$ cat config.mk
export PLATFORM = sky130hd
export DESIGN_NAME = nlcb_bank
export DESIGN_NICKNAME = d
export VERILOG_FILES = /design/src/rtl/nlcb_pkg.sv /design/src/rtl/nlcb_coeff_sel.sv /design/src/rtl/nlcb_bank.sv
export SDC_FILE = /design/constraint.sdc
export NUM_CORES = 1
export LEC_CHECK = 0
export ABC_AREA = 1
export ABC_CLOCK_PERIOD_IN_PS = 1050
export BUFFER_PORTS_ARGS = -buffer_cell sky130_fd_sc_hd__buf_2
export CAP_MARGIN = 0
export CORE_MARGIN = 1.5
export CORE_UTILIZATION = 30
export DETAILED_ROUTE_END_ITERATION = 16
export RECOVER_POWER = 50
export REMOVE_ABC_BUFFERS = 1
export SLEW_MARGIN = 20
export SYNTH_ARGS = -nofsm -noshare
export SYNTH_HDL_FRONTEND = slang
export SYNTH_HIERARCHICAL = 1
export SYNTH_SLANG_ARGS = --single-unit
$ cat constraint.sdc
create_clock -name mclk -period 1.05 [get_ports mclk]
set_clock_uncertainty 0.2 [all_clocks]
set_input_delay 0.0525 -clock mclk [delete_from_list [all_inputs] [get_ports mclk]]
set_output_delay 0.0525 -clock mclk [all_outputs]
set_load 0.01 [all_outputs]
$ cat src/rtl/nlcb_pkg.sv
// Constants and carrier types for the nonlinearity coefficient bank.
// Assumes one 24-bit register word per address on the internal register port.
package nlcb_pkg;
    localparam int unsigned         NLCB_NUM_REGS  = 5;
    localparam int unsigned         NLCB_DATA_W    = 24;
    localparam int unsigned         NLCB_ADDR_W    = 8;
    localparam int unsigned         NLCB_COEFF_W   = 16;
    localparam int unsigned         NLCB_BYTE_W    = 8;

    // Register addresses
    localparam logic [7:0]          NLCB_ADDR_AE   = 8'hAE;
    localparam logic [7:0]          NLCB_ADDR_AF   = 8'hAF;
    localparam logic [7:0]          NLCB_ADDR_B0   = 8'hB0;
    localparam logic [7:0]          NLCB_ADDR_B1   = 8'hB1;
    localparam logic [7:0]          NLCB_ADDR_B2   = 8'hB2;
    localparam logic [4:0][7:0]     NLCB_ADDR_TAB  = {NLCB_ADDR_B2, NLCB_ADDR_B1, NLCB_ADDR_B0,
                                                      NLCB_ADDR_AF, NLCB_ADDR_AE};

    // Indices into the register array
    localparam int unsigned         NLCB_IDX_AE    = 0;
    localparam int unsigned         NLCB_IDX_AF    = 1;
    localparam int unsigned         NLCB_IDX_B0    = 2;
    localparam int unsigned         NLCB_IDX_B1    = 3;
    localparam int unsigned         NLCB_IDX_B2    = 4;

    // Field positions
    localparam int unsigned         NLCB_UP_MSB    = 23;
    localparam int unsigned         NLCB_UP_LSB    = 16;
    localparam int unsigned         NLCB_LO_MSB    = 15;
    localparam int unsigned         NLCB_LO_LSB    = 0;

    localparam logic [23:0]         NLCB_RST_VAL   = 24'h00_0000;
    localparam logic [15:0]         NLCB_COEFF_RST = 16'h0000;

    typedef logic [NLCB_DATA_W-1:0] nlcb_word_t;

    typedef struct packed {
        logic [15:0] cubic_coeff_ch0_high;
        logic [15:0] quadratic_coeff_ch1_high;
        logic [15:0] quartic_coeff_ch1_high;
        logic [15:0] quadratic_coeff_ch2_low;
        logic [15:0] quartic_coeff_ch2_low;
        logic [15:0] quadratic_coeff_ch2_high;
        logic [15:0] quartic_coeff_ch2_high;
    } nlcb_coeff_t;

    typedef struct packed {
        logic [15:0] quadratic;
        logic [15:0] quartic;
    } nlcb_pair_t;

    typedef struct packed {
        logic [15:0] cubic_ch0;
        nlcb_pair_t  ch1;
        nlcb_pair_t  ch2;
    } nlcb_sel_t;
endpackage

$ cat src/rtl/nlcb_coeff_sel.sv
// Per-channel coefficient selection by current setting.
// Assumes the current-setting flags come from logic on mclk.
`timescale 1ns/1ps
module nlcb_coeff_sel (
    input  wire logic                 mclk,
    input  wire logic                 rst_n,
    input  wire logic                 ce,
    input  wire nlcb_pkg::nlcb_coeff_t coeff,
    input  wire logic                 ch2_high_sel,
    output nlcb_pkg::nlcb_sel_t       sel_q
);
    nlcb_pkg::nlcb_sel_t sel_d;

    ////////////////////////////////////////////////////////////////////////////
    // Current-based selection
    // Only channel two has both sets in this bank; others pass unchanged
    always_comb begin
        sel_d               = sel_q;
        if (ce) begin
            sel_d.cubic_ch0     = coeff.cubic_coeff_ch0_high;
            sel_d.ch1.quadratic = coeff.quadratic_coeff_ch1_high;
            sel_d.ch1.quartic   = coeff.quartic_coeff_ch1_high;
            if (ch2_high_sel) begin
                sel_d.ch2.quadratic = coeff.quadratic_coeff_ch2_high;
                sel_d.ch2.quartic   = coeff.quartic_coeff_ch2_high;
            end else begin
                sel_d.ch2.quadratic = coeff.quadratic_coeff_ch2_low;
                sel_d.ch2.quartic   = coeff.quartic_coeff_ch2_low;
            end
        end
    end

    always_ff @(posedge mclk or negedge rst_n) begin
        if (!rst_n) begin
            sel_q <= '0;
        end else begin
            sel_q <= sel_d;
        end
    end
endmodule

$ cat src/rtl/nlcb_bank.sv
// Nonlinearity correction coefficient bank, registers AE to B2.
// Assumes the serial control logic presents register accesses on mclk as
// single-cycle read and write strobes with an 8-bit address.
`timescale 1ns/1ps

module nlcb_bank (
    input  wire logic                 mclk,
    input  wire logic                 rst_n,
    input  wire logic                 ce,
    input  wire logic                 reg_wr_en,
    input  wire logic                 reg_rd_en,
    input  wire logic [7:0]           reg_addr,
    input  wire logic [23:0]          reg_wdata,
    output logic      [23:0]          reg_rdata_q,
    output logic                      reg_rvalid_q,
    output logic                      reg_hit_q,
    input  wire logic                 ch2_high_sel,
    output nlcb_pkg::nlcb_coeff_t     coeff_q,
    output nlcb_pkg::nlcb_sel_t       sel_q
);
    localparam int unsigned N   = nlcb_pkg::NLCB_NUM_REGS;
    localparam int unsigned UM  = nlcb_pkg::NLCB_UP_MSB;
    localparam int unsigned UL  = nlcb_pkg::NLCB_UP_LSB;
    localparam int unsigned LM  = nlcb_pkg::NLCB_LO_MSB;
    localparam int unsigned LL  = nlcb_pkg::NLCB_LO_LSB;

    nlcb_pkg::nlcb_word_t   regs_q [N];
    nlcb_pkg::nlcb_word_t   regs_d [N];
    logic [N-1:0]           sel_hit;
    logic [23:0]            rdata_d;
    logic                   rvalid_d;
    logic                   hit_d;

    ////////////////////////////////////////////////////////////////////////////
    // Register storage, one entry per address
    for (genvar i = 0; i < N; i++) begin : g_reg
        assign sel_hit[i] = (reg_addr == nlcb_pkg::NLCB_ADDR_TAB[i]);

        always_comb begin
            regs_d[i] = regs_q[i];
            if (ce && reg_wr_en && sel_hit[i]) begin
                regs_d[i] = reg_wdata;
            end
        end

        always_ff @(posedge mclk or negedge rst_n) begin
            if (!rst_n) begin
                regs_q[i] <= nlcb_pkg::NLCB_RST_VAL;
            end else begin
                regs_q[i] <= regs_d[i];
            end
        end
    end

    ////////////////////////////////////////////////////////////////////////////
    // Read port; unmapped addresses answer zero with hit low
    always_comb begin
        rdata_d  = reg_rdata_q;
        rvalid_d = 1'b0;
        hit_d    = reg_hit_q;
        if (ce && reg_rd_en) begin
            rvalid_d = 1'b1;
            hit_d    = 1'b1;
            if (reg_addr == nlcb_pkg::NLCB_ADDR_AE) begin
                rdata_d = regs_q[nlcb_pkg::NLCB_IDX_AE];
            end else if (reg_addr == nlcb_pkg::NLCB_ADDR_AF) begin
                rdata_d = regs_q[nlcb_pkg::NLCB_IDX_AF];
            end else if (reg_addr == nlcb_pkg::NLCB_ADDR_B0) begin
                rdata_d = regs_q[nlcb_pkg::NLCB_IDX_B0];
            end else if (reg_addr == nlcb_pkg::NLCB_ADDR_B1) begin
                rdata_d = regs_q[nlcb_pkg::NLCB_IDX_B1];
            end else if (reg_addr == nlcb_pkg::NLCB_ADDR_B2) begin
                rdata_d = regs_q[nlcb_pkg::NLCB_IDX_B2];
            end else begin
                rdata_d = nlcb_pkg::NLCB_RST_VAL;
                hit_d   = 1'b0;
            end
        end
    end

    // rvalid is a pulse; a low ce also freezes it, so it may stand while ce is low
    always_ff @(posedge mclk or negedge rst_n) begin
        if (!rst_n) begin
            reg_rdata_q  <= nlcb_pkg::NLCB_RST_VAL;
            reg_rvalid_q <= 1'b0;
            reg_hit_q    <= 1'b0;
        end else if (ce) begin
            reg_rdata_q  <= rdata_d;
            reg_rvalid_q <= rvalid_d;
            reg_hit_q    <= hit_d;
        end
    end

    ////////////////////////////////////////////////////////////////////////////
    // Coefficient views taken straight from the stored words
    always_comb begin
        // Quartic split across AE and AF
        coeff_q.quartic_coeff_ch1_high   = {regs_q[nlcb_pkg::NLCB_IDX_AE][UM:UL],
                                            regs_q[nlcb_pkg::NLCB_IDX_AF][UM:UL]};
        coeff_q.quadratic_coeff_ch1_high = regs_q[nlcb_pkg::NLCB_IDX_AE][LM:LL];
        coeff_q.quadratic_coeff_ch2_low  = regs_q[nlcb_pkg::NLCB_IDX_AF][LM:LL];
        // Quartic split across B0 and B1
        coeff_q.quartic_coeff_ch2_low    = {regs_q[nlcb_pkg::NLCB_IDX_B0][UM:UL],
                                            regs_q[nlcb_pkg::NLCB_IDX_B1][UM:UL]};
        coeff_q.quadratic_coeff_ch2_high = regs_q[nlcb_pkg::NLCB_IDX_B0][LM:LL];
        coeff_q.cubic_coeff_ch0_high     = regs_q[nlcb_pkg::NLCB_IDX_B1][LM:LL];
        coeff_q.quartic_coeff_ch2_high   = regs_q[nlcb_pkg::NLCB_IDX_B2][LM:LL];
    end

    nlcb_coeff_sel u_sel (
        .mclk         (mclk),
        .rst_n        (rst_n),
        .ce           (ce),
        .coeff        (coeff_q),
        .ch2_high_sel (ch2_high_sel),
        .sel_q        (sel_q)
    );
endmodule

==> metrics.yaml <==
outcome:
  status: "finished with violations"
  violations: "hold timing, setup timing"
cts:
  cts_sinks: 226
  clock_latency_ps: 540
  clockRootBuffer: "clkbuf_16"
  clk_pin_slew_ps: 60
  htree_levels: 1
  clockBufferDepth: 3
  cts_tree: "done"
  cts_buffers: 26
synthesis:
  seq_area_frac_synth: 0.5139
  netlist_area_mm2: 0.01100
  yosysUniqueCellTypes: 25
  yosys-top-cells-area: "dfrtp_1, nand2_1, nand3_1, buf_4, o21ai_1"
  synth_top_area_cell: "dfrtp_1"
  synth_flop_cell: "dfrtp_1"
  syn-mean-instance-area_um2: 8.255
  synth-edff-count: 0
  synth_warnings: 6
  async_reset_ff_frac: 1.000
  synth_common_cells: "nand2_1, dfrtp_1, nand3_1"
  ys_seq_elements: 226
  yosysMostFrequentCell: "nand2_1"
  synth_top_area_frac: 0.5139
  netlist_instances: 1333
flow_run:
  maxCapViolations: 0
critical_path:
  arrival_ps: 1190
  cp_data_required_time_ps: 800
  crit_fanout: 2
  critPathCaptureType: "output pin"
  path_class: "flip-flop to output pin"
  crit_path_start_kind: "flip-flop"
cells_and_area:
  drive_gt1_frac: 0.4885
  syn2layout_area_growth_pct: 60.16
  ff_latch_area_mm2: 0.005659
  postLayoutCoreUtil: 0.4919
  diodes: 0
  multi_input_area_mm2: 0.004310
  nets: 1842
  stdcell_count: 2281
  fillCellCount: 3306
route:
  vias: 10790
  drc: 0
  ant_nets: 0
  wl_mm: 41.38
  wl_per_cell_um: 18.14
  drt_iter0_markers: 620
  viasPerCell: 4.731
  drtPass1Iterations: 5
timing:
  setup_ws_ps: -396.0
  rsz0062_at_grt: "yes"
  fmax_mhz: 691.6
  period_share: 1.377
  min_period_ps: 1446
  hold_slack_ps: -89.61
  relSlewSlack: 0.5721
  finalHoldViolations: 46
  slew_viol_final: 0
  tightest_slew_ps: 641.8
  tns_ps: -71690
  finalSetupViolations: 316
placed_design:
  dp.cells: 1990
  gp_congestion: 0.7944
  io_buffers: 255
  hpwlAfterDp_mm: 25.10
grt:
  grt_max_degree: 49
  grt_pass1_vias: 10510
  grt_use_total: 0.2063
  grt_util_met2: 0.3604
  met3_usage: 0.03123
  antenna_found_initial: 0
  use_met1: 0.2636
  overflow: 0
  grt_pass1_wl_mm: 61.29
  grt_busiest_layer: "met2"
floorplan:
  ioPinCount: 256
  row_count: 69
  core-area_mm2: 0.03583
  die-area_mm2: 0.03784
  fp.dieW_um: 194.5
  start_util: 0.3071
  die_y_um: 194.5
power:
  pwr_density_cell_mw_per_mm2: 1223
  power.leakage_nw: 9.173
  vdd_ir_drop_max_uv: 1051
worst_hold_path:
  min_path_type: "input port to asynchronous set/reset pin"
[cells in the final DEF (no fill, tap or decap)]
master,instances
nand2_1,327
clkbuf_16,28
inv_2,30
and2_4,1
clkinv_2,2
buf_6,285
clkbuf_4,1
nor2_4,6
dfrtp_1,223
clkbuf_8,6
nand3_2,91
nor2_8,1
o21ai_0,8
nand2_4,5
inv_6,1
inv_4,10
inv_1,58
o21ai_2,13
dfrtp_2,3
dlymetal6s4s_1,1
nor2_2,10
clkbuf_2,4
dlygate4sd3_1,26
nand3_1,113
o21ai_1,100
nand2_2,78
clkbuf_1,9
buf_8,1
nor2_1,65
a21oi_1,1
buf_2,145
buf_12,27
buf_4,141
[cell type report]
type,count,share of cell area
clock inverters,2,0.0005679
multi-input cells,819,0.2446
clock buffers,42,0.04494
well taps,461,0.03273
inverters,99,0.02279
flip-flops and latches,226,0.3211
repair buffers,632,0.3333
[per-stage QoR]
| stage | setup slack (ps) | power, mW | hold WS, ps | area [um^2] |
|---|---|---|---|---|
| CTS | -422.7 | 21.38 | -204.1 | 16410 |
| finish | -396.0 | 21.56 | -89.61 | 17620 |
| global route | -427.2 | 22.40 | -77.07 | 17620 |
| floorplan | -2136 | 10.36 | -443.1 | 9663 |
| global placement | -439.3 | 11.83 | -219.3 | 12930 |
| detailed placement | -475.5 | 11.86 | -223.7 | 12930 |
[per-layer routing]
layer / up-vias / share of wire
met5: - / 0
met4: 0 / 0.030
met3: 84 / 0.051
met2: 333 / 0.50
met1: 5321 / 0.42
li1: 5053 / -
[power by group]
part	leakage, nW	internal [mW]	switching [mW]	total (mW)
clock network	0.394	5.09	3.66	8.75
logic	5.72	1.67	1.75	3.42
registers	3.06	9.10	0.285	9.39
total	9.17	15.9	5.70	21.6
[sequential cells by signal (all words and copies together), names as in the netlist]
name / cells
coeff_q: 112
reg_hit_q: 1
reg_rdata_q: 24
reg_rvalid_q: 1
regs_q: 8
u_sel/sel_q: 80
[critical path, stage by stage, from the launching register on]
cell and delay [ps]:
dfrtp_2 430, buf_6 120, buf_6 110
[repair_timing]
item	CTS	global route
buffers inserted	158	124
resized for setup	303	267
hold endpoints to repair	411	39
cloned	0	1
pin swaps	28	118
endpoints found under the setup margin	234	363
hold buffers	27	1
[cells by family after synthesis]
logic type	count (synthesis)	share of synthesized area
flops	226	0.5139
buf+inv	288	0.1563
compound gates	122	0.05821
simple gates	697	0.2715
[worst paths after layout]
| kind | startpoint | end | slack [ps] | cells after the start |
|---|---|---|---|---|
| min in group mclk | reg_addr[4] | reg_hit_q | -80 | 7 |
| min | rst_n | reg_rdata_q[13] | -90 | 2 |
| max reg2reg | coeff_q[92] | reg_rdata_q[12] | -290 | 7 |
| max | coeff_q[44] | coeff_q[44] | -400 | 2 |
| min reg2reg | u_sel/sel_q[69] | u_sel/sel_q[69] | 270 | 2 |
| max in group asynchronous | rst_n | coeff_q[48] | 80 | 3 |
Power figures use the tool's default switching activity.
